## config.mk

```make
export PLATFORM = sky130hd
export DESIGN_NAME = amt_regs
export DESIGN_NICKNAME = d
export VERILOG_FILES = /design/src/core/amt_pkg.sv /design/src/core/amt_regs.sv /design/src/core/amt_test_fifo.sv
export SDC_FILE = /design/constraint.sdc
export NUM_CORES = 1
export LEC_CHECK = 0
export BUFFER_PORTS_ARGS = -buffer_cell sky130_fd_sc_hd__buf_2
export CORE_MARGIN = 8
export CORE_UTILIZATION = 45
export CTS_BUF_LIST = sky130_fd_sc_hd__clkbuf_2 sky130_fd_sc_hd__clkbuf_4 sky130_fd_sc_hd__clkbuf_8
export CTS_CLUSTER_DIAMETER = 40
export DETAILED_ROUTE_END_ITERATION = 10
export PLACE_DENSITY = 0.69
export SYNTH_ARGS = -nofsm -noshare
export SYNTH_HDL_FRONTEND = slang
export SYNTH_HIERARCHICAL = 1
export SYNTH_SLANG_ARGS = --single-unit
export TNS_END_PERCENT = 100
```

## constraint.sdc

```tcl
create_clock -name clk -period 7.4 [get_ports clk]
set_input_delay 0.37 -clock clk [delete_from_list [all_inputs] [get_ports clk]]
set_output_delay 0.37 -clock clk [all_outputs]
set_load 0.05 [all_outputs]
```

## src/core/amt_pkg.sv

```systemverilog
// shared constants, register map and carrier types for the acquisition mode and test registers
package amt_pkg;

  // register offsets on the module's register port
  localparam logic [15:0] AMT_OFS_PTR_NEXT_EVENT = 16'h1028;
  localparam logic [15:0] AMT_OFS_PTR_NEXT_WORD = 16'h102a;
  localparam logic [15:0] AMT_OFS_MODE_SET = 16'h1032;
  localparam logic [15:0] AMT_OFS_MODE_CLEAR = 16'h1034;
  localparam logic [15:0] AMT_OFS_MEMTEST_WADDR = 16'h1036;
  localparam logic [15:0] AMT_OFS_PATTERN_UPPER = 16'h1038;
  localparam logic [15:0] AMT_OFS_PATTERN_LOWER = 16'h103a;
  localparam logic [15:0] AMT_OFS_CHASSIS = 16'h103c;
  localparam logic [15:0] AMT_OFS_SYN_PUSH = 16'h103e;

  // mode register: implemented bits and reset value
  localparam logic [15:0] AMT_MODE_MASK = 16'h79df;
  localparam logic [15:0] AMT_MODE_RESET = 16'h4880;

  // field widths and positions
  localparam int AMT_REG_W = 16;
  localparam int AMT_TADDR_W = 11;
  localparam int AMT_CHASSIS_W = 8;
  localparam int AMT_CONV_W = 12;
  localparam int AMT_OVF_BIT = 12;
  localparam int AMT_THR_W = 8;
  localparam int AMT_DAC_W = 8;
  localparam int AMT_PATTERN_W = 32;
  localparam int AMT_SYN_DEPTH = 32;

  // threshold multipliers as left shifts: x2 and x16
  localparam int AMT_THR_SHIFT_FINE = 1;
  localparam int AMT_THR_SHIFT_COARSE = 4;

  typedef struct packed {
    logic rsv15;
    logic count_every_trigger;
    logic slide_sub_off;
    logic blank_event_en;
    logic pointer_auto_advance;
    logic [1:0] rsv10_9;
    logic threshold_scale_sel;
    logic slide_en;
    logic synthetic_event_sel;
    logic rsv5;
    logic zero_filter_off;
    logic overflow_filter_off;
    logic data_flush;
    logic converter_halt;
    logic ram_test_sel;
  } amt_mode_type;

  typedef struct packed {
    logic wr;
    logic rd;
    logic [15:0] addr;
    logic [15:0] data;
  } amt_req_type;

  typedef struct packed {
    logic overflow_flag;
    logic [AMT_CONV_W-1:0] value;
  } amt_conv_type;

endpackage

```

## src/core/amt_regs.sv

```systemverilog
// mode-control, memory-test, chassis-number and synthetic-event registers of the charge digitiser
//
// Function
// [RULE1] set port ORs written ones into the mode register; reads return its contents
// [RULE2] clear port zeroes every mode bit written as one; value four clears flush
// [RULE3] ram test bit enables direct pattern writes into the output memory; default off
// [RULE4] converter halt bit blocks all conversion starts; default online
// [RULE5] flush bit drives a data reset of stored data, pointers, counter, integrators
// [RULE6] overflow filter drops overflowing conversions unless disabled by its bit
// [RULE7] zero filter stores only data at or above threshold unless its off bit is set
// [RULE8] synthetic select takes stored event data from the test fifo, not conversions
// [RULE9] slide enable runs dither, else constant drives dac; sub-off kills subtraction only
// [RULE10] scale bit picks suppression below threshold times 16 or times 2
// [RULE11] auto-advance bit lets pointer run itself; else only port writes advance it
// [RULE12] blank-event bit writes header and end-of-block word for empty events
// [RULE13] count-every-trigger bit counts all triggers, else accepted triggers only
// [RULE14] write-only port holds an 11-bit memory-test write address
// [RULE15] master keeps memory-test read address different from the write address
// [RULE16] upper and lower pattern halves latch; lower write commits 32 bits to memory
// [RULE17] master writes test mode, address, upper half, then lower half in order
// [RULE18] chassis number is read/write, set at init, embedded in output data words
// [RULE19] each test-event write pushes a 32-entry fifo; drained as one event in test mode
// [RULE20] each test word carries a 12-bit result and an overflow flag
// [RULE21] master writes test words in interleaved readout order, 0,16,1,17..15,31
// [RULE22] master writes exactly 32 test words; extras overwrite earlier ones
// [RULE23] increment-word port moves readout pointer one word, crossing end-of-block words
// [RULE24] increment-event port moves readout pointer to the next event's first word
// [RULE25] data reset is a level held while flush bit stays set until cleared
`timescale 1ns/10ps
module amt_regs
  import amt_pkg::*;
#(
  parameter int SYN_DEPTH = AMT_SYN_DEPTH
) (
  input wire logic clk,
  input wire logic rst_n,
  input wire amt_req_type reg_req,
  output logic [AMT_REG_W-1:0] reg_rdata,
  output logic reg_rvalid,
  output amt_mode_type mode,
  output logic data_reset,
  input wire logic conv_start_req,
  output logic conv_start,
  input wire logic conv_valid,
  input wire amt_conv_type conv_in,
  input wire logic [AMT_THR_W-1:0] conv_threshold,
  output logic store_valid,
  output amt_conv_type store_word,
  input wire logic [AMT_DAC_W-1:0] dither_code,
  input wire logic [AMT_DAC_W-1:0] slide_constant,
  output logic [AMT_DAC_W-1:0] dac_code,
  output logic slide_sub_en,
  input wire logic trigger,
  input wire logic trigger_accepted,
  output logic event_count_inc,
  input wire logic event_end,
  input wire logic event_no_channel,
  output logic event_frame_wr,
  output logic ptr_auto_en,
  output logic ptr_next_word,
  output logic ptr_next_event,
  output logic [AMT_TADDR_W-1:0] memtest_addr,
  output logic memtest_wr,
  output logic [AMT_PATTERN_W-1:0] memtest_data,
  output logic [AMT_CHASSIS_W-1:0] chassis_num,
  output logic syn_valid,
  output amt_conv_type syn_word,
  input wire logic syn_ready
);

  amt_mode_type mode_ff;
  amt_mode_type nxt_mode;
  logic [AMT_REG_W-1:0] rdata_ff;
  logic rvalid_ff;
  logic data_reset_ff;
  logic conv_start_ff;
  logic store_valid_ff;
  amt_conv_type store_word_ff;
  logic [AMT_DAC_W-1:0] dac_ff;
  logic sub_en_ff;
  logic evcnt_inc_ff;
  logic frame_wr_ff;
  logic ptr_auto_ff;
  logic ptr_word_ff;
  logic ptr_event_ff;
  logic [AMT_TADDR_W-1:0] taddr_ff;
  logic [AMT_REG_W-1:0] pat_upper_ff;
  logic memtest_wr_ff;
  logic [AMT_PATTERN_W-1:0] memtest_data_ff;
  logic [AMT_TADDR_W-1:0] memtest_addr_ff;
  logic [AMT_CHASSIS_W-1:0] chassis_ff;
  logic [AMT_REG_W-1:0] syn_raw;
  logic wr_set;
  logic wr_clear;
  logic below_thr;
  logic [AMT_CONV_W:0] thr_scaled;
  logic [AMT_REG_W-1:0] wmask;

  assign wr_set = reg_req.wr && (reg_req.addr == AMT_OFS_MODE_SET);
  assign wr_clear = reg_req.wr && (reg_req.addr == AMT_OFS_MODE_CLEAR);
  // reserved bits are neither settable nor clearable, so they keep their zero
  assign wmask = reg_req.data & AMT_MODE_MASK;

  always_comb
  begin
    nxt_mode = mode_ff;
    if (wr_set)
    begin
      nxt_mode = amt_mode_type'(AMT_REG_W'(mode_ff) | wmask); // [RULE1]
    end
    else if (wr_clear)
    begin
      nxt_mode = amt_mode_type'(AMT_REG_W'(mode_ff) & ~wmask); // [RULE2]
    end
  end

  always_ff @(posedge clk or negedge rst_n)
  begin
    if (!rst_n)
    begin
      mode_ff <= amt_mode_type'(AMT_MODE_RESET);
    end
    else
    begin
      mode_ff <= nxt_mode;
    end
  end

  // read answer one cycle after the strobe; write-only ports read as zero
  always_ff @(posedge clk or negedge rst_n)
  begin
    if (!rst_n)
    begin
      rdata_ff <= 16'h0000;
      rvalid_ff <= 1'b0;
    end
    else
    begin
      rvalid_ff <= reg_req.rd;
      if (reg_req.rd)
      begin
        case (reg_req.addr)
          AMT_OFS_MODE_SET: rdata_ff <= AMT_REG_W'(mode_ff); // [RULE1]
          AMT_OFS_CHASSIS: rdata_ff <= {{(AMT_REG_W-AMT_CHASSIS_W){1'b0}}, chassis_ff}; // [RULE18]
          default: rdata_ff <= 16'h0000;
        endcase
      end
    end
  end

  // the flush stays a level, so everything downstream is held in reset until software clears it
  always_ff @(posedge clk or negedge rst_n)
  begin
    if (!rst_n)
    begin
      data_reset_ff <= 1'b0;
    end
    else
    begin
      data_reset_ff <= mode_ff.data_flush; // [RULE5] [RULE25]
    end
  end

  always_ff @(posedge clk or negedge rst_n)
  begin
    if (!rst_n)
    begin
      conv_start_ff <= 1'b0;
    end
    else
    begin
      conv_start_ff <= conv_start_req && !mode_ff.converter_halt && !mode_ff.data_flush; // [RULE4]
    end
  end

  // threshold of 8 bits scaled to the 12-bit result range
  always_comb
  begin
    if (mode_ff.threshold_scale_sel)
    begin
      thr_scaled = (AMT_CONV_W+1)'(conv_threshold) << AMT_THR_SHIFT_FINE; // [RULE10]
    end
    else
    begin
      thr_scaled = (AMT_CONV_W+1)'(conv_threshold) << AMT_THR_SHIFT_COARSE; // [RULE10]
    end
  end

  assign below_thr = ({1'b0, conv_in.value} < thr_scaled);

  // real conversions are not stored while synthetic events own the buffer
  always_ff @(posedge clk or negedge rst_n)
  begin
    if (!rst_n)
    begin
      store_valid_ff <= 1'b0;
      store_word_ff <= '0;
    end
    else
    begin
      store_valid_ff <= conv_valid
                        && !mode_ff.synthetic_event_sel // [RULE8]
                        && !mode_ff.data_flush
                        && (mode_ff.overflow_filter_off || !conv_in.overflow_flag) // [RULE6]
                        && (mode_ff.zero_filter_off || !below_thr); // [RULE7]
      if (conv_valid)
      begin
        store_word_ff <= conv_in;
      end
    end
  end

  always_ff @(posedge clk or negedge rst_n)
  begin
    if (!rst_n)
    begin
      dac_ff <= 8'h00;
      sub_en_ff <= 1'b0;
    end
    else
    begin
      dac_ff <= mode_ff.slide_en ? dither_code : slide_constant; // [RULE9]
      sub_en_ff <= mode_ff.slide_en && !mode_ff.slide_sub_off; // [RULE9]
    end
  end

  always_ff @(posedge clk or negedge rst_n)
  begin
    if (!rst_n)
    begin
      evcnt_inc_ff <= 1'b0;
    end
    else
    begin
      evcnt_inc_ff <= trigger && (mode_ff.count_every_trigger || trigger_accepted); // [RULE13]
    end
  end

  // an event with accepted channels always frames; an empty one only when enabled
  always_ff @(posedge clk or negedge rst_n)
  begin
    if (!rst_n)
    begin
      frame_wr_ff <= 1'b0;
    end
    else
    begin
      frame_wr_ff <= event_end && (!event_no_channel || mode_ff.blank_event_en); // [RULE12]
    end
  end

  // manual pointer ports act in either mode; auto-advance only adds the automatic steps
  always_ff @(posedge clk or negedge rst_n)
  begin
    if (!rst_n)
    begin
      ptr_auto_ff <= 1'b0;
      ptr_word_ff <= 1'b0;
      ptr_event_ff <= 1'b0;
    end
    else
    begin
      ptr_auto_ff <= mode_ff.pointer_auto_advance; // [RULE11]
      ptr_word_ff <= reg_req.wr && (reg_req.addr == AMT_OFS_PTR_NEXT_WORD); // [RULE23]
      ptr_event_ff <= reg_req.wr && (reg_req.addr == AMT_OFS_PTR_NEXT_EVENT); // [RULE24]
    end
  end

  // memory-test write path; the upper half must be latched before the lower one commits
  always_ff @(posedge clk or negedge rst_n)
  begin
    if (!rst_n)
    begin
      taddr_ff <= '0;
      pat_upper_ff <= 16'h0000;
    end
    else
    begin
      if (reg_req.wr && (reg_req.addr == AMT_OFS_MEMTEST_WADDR))
      begin
        taddr_ff <= reg_req.data[AMT_TADDR_W-1:0]; // [RULE14]
      end
      if (reg_req.wr && (reg_req.addr == AMT_OFS_PATTERN_UPPER))
      begin
        pat_upper_ff <= reg_req.data; // [RULE16]
      end
    end
  end

  always_ff @(posedge clk or negedge rst_n)
  begin
    if (!rst_n)
    begin
      memtest_wr_ff <= 1'b0;
      memtest_addr_ff <= '0;
      memtest_data_ff <= '0;
    end
    else
    begin
      memtest_wr_ff <= 1'b0;
      if (reg_req.wr && (reg_req.addr == AMT_OFS_PATTERN_LOWER))
      begin
        memtest_wr_ff <= mode_ff.ram_test_sel; // [RULE3]
        memtest_addr_ff <= taddr_ff; // [RULE14]
        memtest_data_ff <= {pat_upper_ff, reg_req.data}; // [RULE16]
      end
    end
  end

  always_ff @(posedge clk or negedge rst_n)
  begin
    if (!rst_n)
    begin
      chassis_ff <= 8'h00;
    end
    else if (reg_req.wr && (reg_req.addr == AMT_OFS_CHASSIS))
    begin
      chassis_ff <= reg_req.data[AMT_CHASSIS_W-1:0]; // [RULE18]
    end
  end

  // fifo is emptied by the flush bit itself, a cycle ahead of the data reset, since it counts as stored data
  amt_test_fifo #(
    .W(AMT_REG_W),
    .DEPTH(SYN_DEPTH)
  ) u_syn_fifo (
    .clk(clk),
    .rst_n(rst_n),
    .clear(mode_ff.data_flush),
    .push(reg_req.wr && (reg_req.addr == AMT_OFS_SYN_PUSH)), // [RULE19]
    .push_data(reg_req.data),
    .drain_en(mode_ff.synthetic_event_sel), // [RULE8] [RULE19]
    .out_ready(syn_ready),
    .out_valid(syn_valid),
    .out_data(syn_raw),
    .count()
  );

  assign syn_word = amt_conv_type'(syn_raw[AMT_OVF_BIT:0]); // [RULE20]

  assign reg_rdata = rdata_ff;
  assign reg_rvalid = rvalid_ff;
  assign mode = mode_ff;
  assign data_reset = data_reset_ff;
  assign conv_start = conv_start_ff;
  assign store_valid = store_valid_ff;
  assign store_word = store_word_ff;
  assign dac_code = dac_ff;
  assign slide_sub_en = sub_en_ff;
  assign event_count_inc = evcnt_inc_ff;
  assign event_frame_wr = frame_wr_ff;
  assign ptr_auto_en = ptr_auto_ff;
  assign ptr_next_word = ptr_word_ff;
  assign ptr_next_event = ptr_event_ff;
  assign memtest_addr = memtest_addr_ff;
  assign memtest_wr = memtest_wr_ff;
  assign memtest_data = memtest_data_ff;
  assign chassis_num = chassis_ff;

endmodule

```

## src/core/amt_test_fifo.sv

```systemverilog
// synthetic-event fifo: pushes overwrite the oldest entry when full, registered drain port
`timescale 1ns/10ps
module amt_test_fifo #(
  parameter int W = 16,
  parameter int DEPTH = 32
) (
  input wire logic clk,
  input wire logic rst_n,
  input wire logic clear,
  input wire logic push,
  input wire logic [W-1:0] push_data,
  input wire logic drain_en,
  input wire logic out_ready,
  output logic out_valid,
  output logic [W-1:0] out_data,
  output logic [$clog2(DEPTH):0] count
);
  localparam int AW = $clog2(DEPTH);
  localparam logic [AW:0] FULL_CNT = (AW+1)'(DEPTH);

  logic [W-1:0] mem [DEPTH];
  logic [AW-1:0] wr_ptr_ff;
  logic [AW-1:0] rd_ptr_ff;
  logic [AW:0] cnt_ff;
  logic out_valid_ff;
  logic [W-1:0] out_data_ff;
  logic full;
  logic pop;

  assign full = (cnt_ff == FULL_CNT);
  assign pop = drain_en && (cnt_ff != '0) && (!out_valid_ff || out_ready);
  assign out_valid = out_valid_ff;
  assign out_data = out_data_ff;
  assign count = cnt_ff;

  always_ff @(posedge clk)
  begin
    if (push && !clear)
    begin
      mem[wr_ptr_ff] <= push_data;
    end
  end

  // a push into a full fifo drops the oldest word, so extra writes overwrite earlier ones
  always_ff @(posedge clk or negedge rst_n)
  begin
    if (!rst_n)
    begin
      wr_ptr_ff <= '0;
      rd_ptr_ff <= '0;
      cnt_ff <= '0;
    end
    else if (clear)
    begin
      wr_ptr_ff <= '0;
      rd_ptr_ff <= '0;
      cnt_ff <= '0;
    end
    else
    begin
      if (push)
      begin
        wr_ptr_ff <= wr_ptr_ff + 1'b1;
      end
      if (pop || (push && full))
      begin
        rd_ptr_ff <= rd_ptr_ff + 1'b1;
      end
      if (push && !full && !pop)
      begin
        cnt_ff <= cnt_ff + 1'b1;
      end
      else if (pop && !push)
      begin
        cnt_ff <= cnt_ff - 1'b1;
      end
    end
  end

  always_ff @(posedge clk or negedge rst_n)
  begin
    if (!rst_n)
    begin
      out_valid_ff <= 1'b0;
      out_data_ff <= '0;
    end
    else if (clear)
    begin
      out_valid_ff <= 1'b0;
    end
    else if (pop)
    begin
      out_valid_ff <= 1'b1;
      out_data_ff <= mem[rd_ptr_ff];
    end
    else if (out_ready)
    begin
      out_valid_ff <= 1'b0;
    end
  end

endmodule

```

After elaboration in Yosys (flattened, before gate mapping)
Memories as Yosys holds them, arrays and structs flattened. A register that Yosys moved wholly into a read port is not among the register bits.
Cells that the tools add are included.
{"block": "totals", "reg_bits": 159, "latchBits": 0, "ram_bits": 512, "rom_bits": 0, "in_bits": 80, "output_inout_bits": 129, "wordCells": 127, "memories": 1}
{"name": "u_syn_fifo.mem", "words": 32, "width": 16, "read_ports": 1, "rd_ports_with_merged_regs": 1, "wr": 1, "line": "amt_test_fifo.sv:21", "text": "logic [W-1:0] mem [DEPTH];"}
{"block": "op_classes", "add_sub_neg": 4, "multipliers": 0, "div": 0, "magnitude_cmp": 1, "n_eq_ne": 10, "shifts": 0, "mux": 18, "n_bitwise": 4, "reduce_logical": 50}
{"op": "$eq 16x13->1 const B", "n": 9}
{"op": "$mux 16", "n": 2}
{"op": "$pmux 16 s2", "n": 1}
{"op": "$logic_and 1x1->1", "n": 25}
{"op": "$mux 5", "n": 4}
{"op": "$mux 6", "n": 3}
{"op": "$and 16x16->16", "n": 1}
{"op": "$not 15->16", "n": 1}
{"op": "$or 16x15->16", "n": 1}
{"op": "$lt 12x13->1", "n": 1}
{"op": "$logic_not 1->1", "n": 12}
{"op": "$mux 12", "n": 1}
{"op": "$add 5x1->5 const B", "n": 2}
{"op": "$mux 8", "n": 1}
{"op": "$add 6x1->6 const B", "n": 1}
{"op": "$eq 6x6->1 const B", "n": 1}
{"op": "$logic_or 1x1->1", "n": 6}
{"op": "$mux 1", "n": 6}
{"op": "$reduce_bool 2->1", "n": 3}
{"op": "$reduce_bool 3->1", "n": 2}
{"op": "$reduce_bool 6->1", "n": 1}
{"op": "$sub 6x1->6 const B", "n": 1}
{"op": "$reduce_and 2->1", "n": 1}
{"op": "$not 1->1", "n": 1}

Logic depth before layout (Yosys ltp)
{"block": "depth", "ltp_word": 7, "ltp_mapped": 14, "depth_no_buf": 13}

Hierarchy
Netlist, hierarchy kept.
{"mod": "amt_test_fifo", "n_inst": 1, "cells_per_inst": 1242, "area_each_um2": 21538.2, "seq_area_each_um2": 16200.5}
{"mod": "amt_regs", "n_inst": 1, "cells_per_inst": 378, "area_each_um2": 5604.1, "seq_area_each_um2": 3382.0}

Worst setup path before layout
Ideal clock, no wire load.
{"block": "synth_timing", "path_kind": "input-to-reg", "startpoint": "input port reg_req[25] (netlist name)", "endpoint": "register u_syn_fifo.cnt_ff[5] (netlist: u_syn_fifo/count[5])", "setup_time_ns": 0.126, "t_arrival_ns": 3.742, "t_required_ns": 7.274, "setup_slack_ns": 3.532, "path_stages": 13, "n_path_buf": 1, "path_cell_list": "nor4_4 > nand3_1 > nor2_1 > buf_2 > inv_1 > a221oi_1 > nor2_1 > ha_1 > a211oi_1 > o21bai_1 > a2111oi_0 > and4bb_2 > a221o_1"}
{"block": "synth_via", "elab_chain_cells": 6, "word_cells_on_any_way": 9, "classes_between": "eq/ne: 1; mux: 2; reduce/logical: 6"}
{"element": "from (decl)", "line": "amt_regs.sv:37", "text": "input wire amt_req_type reg_req,"}
{"element": "$eq 16x13->1 (*)", "line": "amt_regs.sv:330", "text": ".push(reg_req.wr && (reg_req.addr == AMT_OFS_SYN_PUSH)),"}
{"element": "$logic_and 1x1->1 (*)", "line": "amt_regs.sv:330"}
{"element": "$logic_and 1x1->1 (2 in series)", "line": "amt_test_fifo.sv:69", "text": "if (push && !full && !pop)"}
{"element": "$mux 6", "line": "amt_test_fifo.sv:69"}
{"element": "$mux 6", "line": "amt_test_fifo.sv:53", "text": "else if (clear)"}
{"element": "to (signal assigned)", "line": "amt_test_fifo.sv:71", "text": "cnt_ff <= cnt_ff + 1'b1;"}
{"element": "to (signal assigned)", "line": "amt_test_fifo.sv:75", "text": "cnt_ff <= cnt_ff - 1'b1;"}
{"element": "to (decl)", "line": "amt_test_fifo.sv:24", "text": "logic [AW:0] cnt_ff;"}
Mark *: on every way between the ends. The rest lies on a longest branch, timed or not.
A chain may end at the register's enable or synchronous reset.

Worst setup path after layout
{"block": "layout_timing", "startpoint": "input port reg_req[30] (netlist name)", "endpoint": "register u_syn_fifo.cnt_ff[5] (netlist: u_syn_fifo/count[5])"}
The elaborated chain is that of the path after synthesis.

==> out/qor.yml <==
drt.antenna.violating_nets: 0
rows: 83
critPathBufInv: 4
slowest_delay_ns: 0.65
h-tree-depth: 3
cts_tree: "yes"
layout.nets: 1805
clock-sinks: 581
grt_pass1_wl_microns: 86100
drive_gt1_frac: 0.283
rsz0062_at_grt: "no"
fp.dieW_microns: 244
cts-buffers-inserted: 99
grt_use_total: 0.188
finalPower_mw: 6.69
die_h_microns: 244
layout_min_cycle_time_ns: 5.14
worstMarginPinSlew_ns: 1.35
arrival_ns: 5.69
required_ns: 7.95
stdcell_area_sq_um: 27500
syn2layout_area_growth_pct: 17.5
dr.pass1.iters: 5
syn_area_sq_um: 23400
viasPerCell: 5.55
worstSetupPathType: "primary input to flop"
io_pins: 209
yosys_warnings: 6
ir_drop_mv: 0.204
fillers: 4123
grt_max_degree: 108
core_sq_um: 51400
cellPowerDensity_nw_per_um2: 243
dp_hpwl_microns: 34700
hold_violations: 0
dieArea_sq_um: 59600
drc: 0
syn_inst: 1431
grt_pass1_vias: 14200
finalSetupViolations: 0
num_vias: 13700
grt-ovfl-total: 0
wl_per_cell_microns: 23.2
post-route-util: 0.535
gp_congestion: 0.828
clk_path_buf_depth: 3
synth.avg_cell_area_sq_um: 16.4
final_cell_mix: "416 x edfxtp_1, 214 x mux2i_1, 200 x buf_2"
antenna_found_initial: 3
final_common_cell: "edfxtp_1"
drt-total-wl_microns: 57300
maxSlewViolCount: 0
power.leakage_nw: 10.2
end_kind: "flop"
path_max_fanout: 7
max_cap_viol_count: 0
root_buffer: "clkbuf_8"
period_share: 0.694
clock_latency_ns: 0.68
cp_top_family: "compound AO/OA/AOI/OAI gates"
finClkSkew_ns: 0.0237
dpl_cell_area_sq_um: 25000
start_util: 0.455
port_buffers: 201
cp-start-kind: "primary input"
fmax_ghz: 0.195
slew_headroom: 0.0994
setup_tns_ns: 0
clk_pin_slew_worst_paths_ns: 0.06
path_cells: "dlygate4sd3_1 -> buf_2 -> nor4b_4 -> dlygate4sd3_1 -> nand4_1 -> nor2_1 -> inv_1 -> a221oi_1 -> nor2_1 -> ha_1 -> o21ai_0 -> o21bai_1 -> a2111oi_0 -> and4bb_2 -> a221o_1"
outcome: "completed"
drt_iter0_drc: 1050
crit_slowest_cell: "a221oi_1"
hp-class: "primary input to flop"
==> through the flow <==
step	std cells	worst slack, ns	hold slack [ns]
finish	2466	2.26	0.0738
global route	2465	1.84	0.0762
CTS	2465	2.38	0.0165
detailed placement	2237	2.54	0.393
global placement	2237	2.81	0.384
floorplan	1437	3.53	0.0744
==> report_power, final <==
| part | internal, mW | total, mW | switching, mW |
|---|---|---|---|
| registers | 3.51 | 3.51 | 0.00479 |
| clock network | 1.68 | 2.96 | 1.28 |
| logic | 0.0581 | 0.217 | 0.159 |
| total | 5.24 | 6.69 | 1.45 |
==> sequential cells by signal, summed over array words and instances, names as in the netlist, 5 cells and up, named ones only <==
signal and flops:
memtest_data 32, store_word 13, chassis_num 8, memtest_addr 11, taddr_ff 11, u_syn_fifo/mem 416
u_syn_fifo/out_data 13, u_syn_fifo/wr_ptr_ff 5, u_syn_fifo/count 6, pat_upper_ff 16, u_syn_fifo/rd_ptr_ff 5, dac_code 8
reg_rdata 13
==> path summary, 6_finish.rpt <==
check / start / slack, ns / cells past startpoint / end
min in group asynchronous: rst_n / 0.23 / 2 / memtest_addr[9]
worst max-delay path: reg_req[30] / 2.26 / 15 / u_syn_fifo/count[5]
worst max register to register: u_syn_fifo/count[0] / 3.69 / 9 / u_syn_fifo/count[5]
worst min-delay path: reg_req[23] / 0.07 / 4 / memtest_wr
max in group asynchronous: rst_n / 5.33 / 4 / data_reset
worst min register to register: flop / 0.45 / 0 / ptr_auto_en
==> per-layer routing <==
layer	wire length (microns)	up-vias	GRT usage
met5	27	-	0
met4	1630	4	0.0629
met3	5070	114	0.0600
met2	26600	569	0.298
met1	23900	6885	0.245
li1	-	6105	-
==> timing repair <==
| item | in CTS | in global routing |
|---|---|---|
| resized for setup | 0 | 0 |
| buffers inserted | 0 | 0 |
| hold buffers | 47 | 0 |
| endpoints found under the hold margin | 91 | 0 |
==> worst min-delay path, delay by kind of cell <==
kind / cells / cell delay, ns
buf+inv: 1 / 0.09
simple gates: 3 / 0.25
==> cell type report <==
class	instances	area, sq um	area share
flip-flops and latches	581	16600	0.605
multi-input cells	751	6320	0.230
clock buffers	130	1610	0.0585
repair buffers	259	1580	0.0574
well taps	680	851	0.0309
clock inverters	51	459	0.0167
inverters	13	48.8	0.00177
diodes	1	2.50	0.0000910
(Power assumes the default switching activity.)
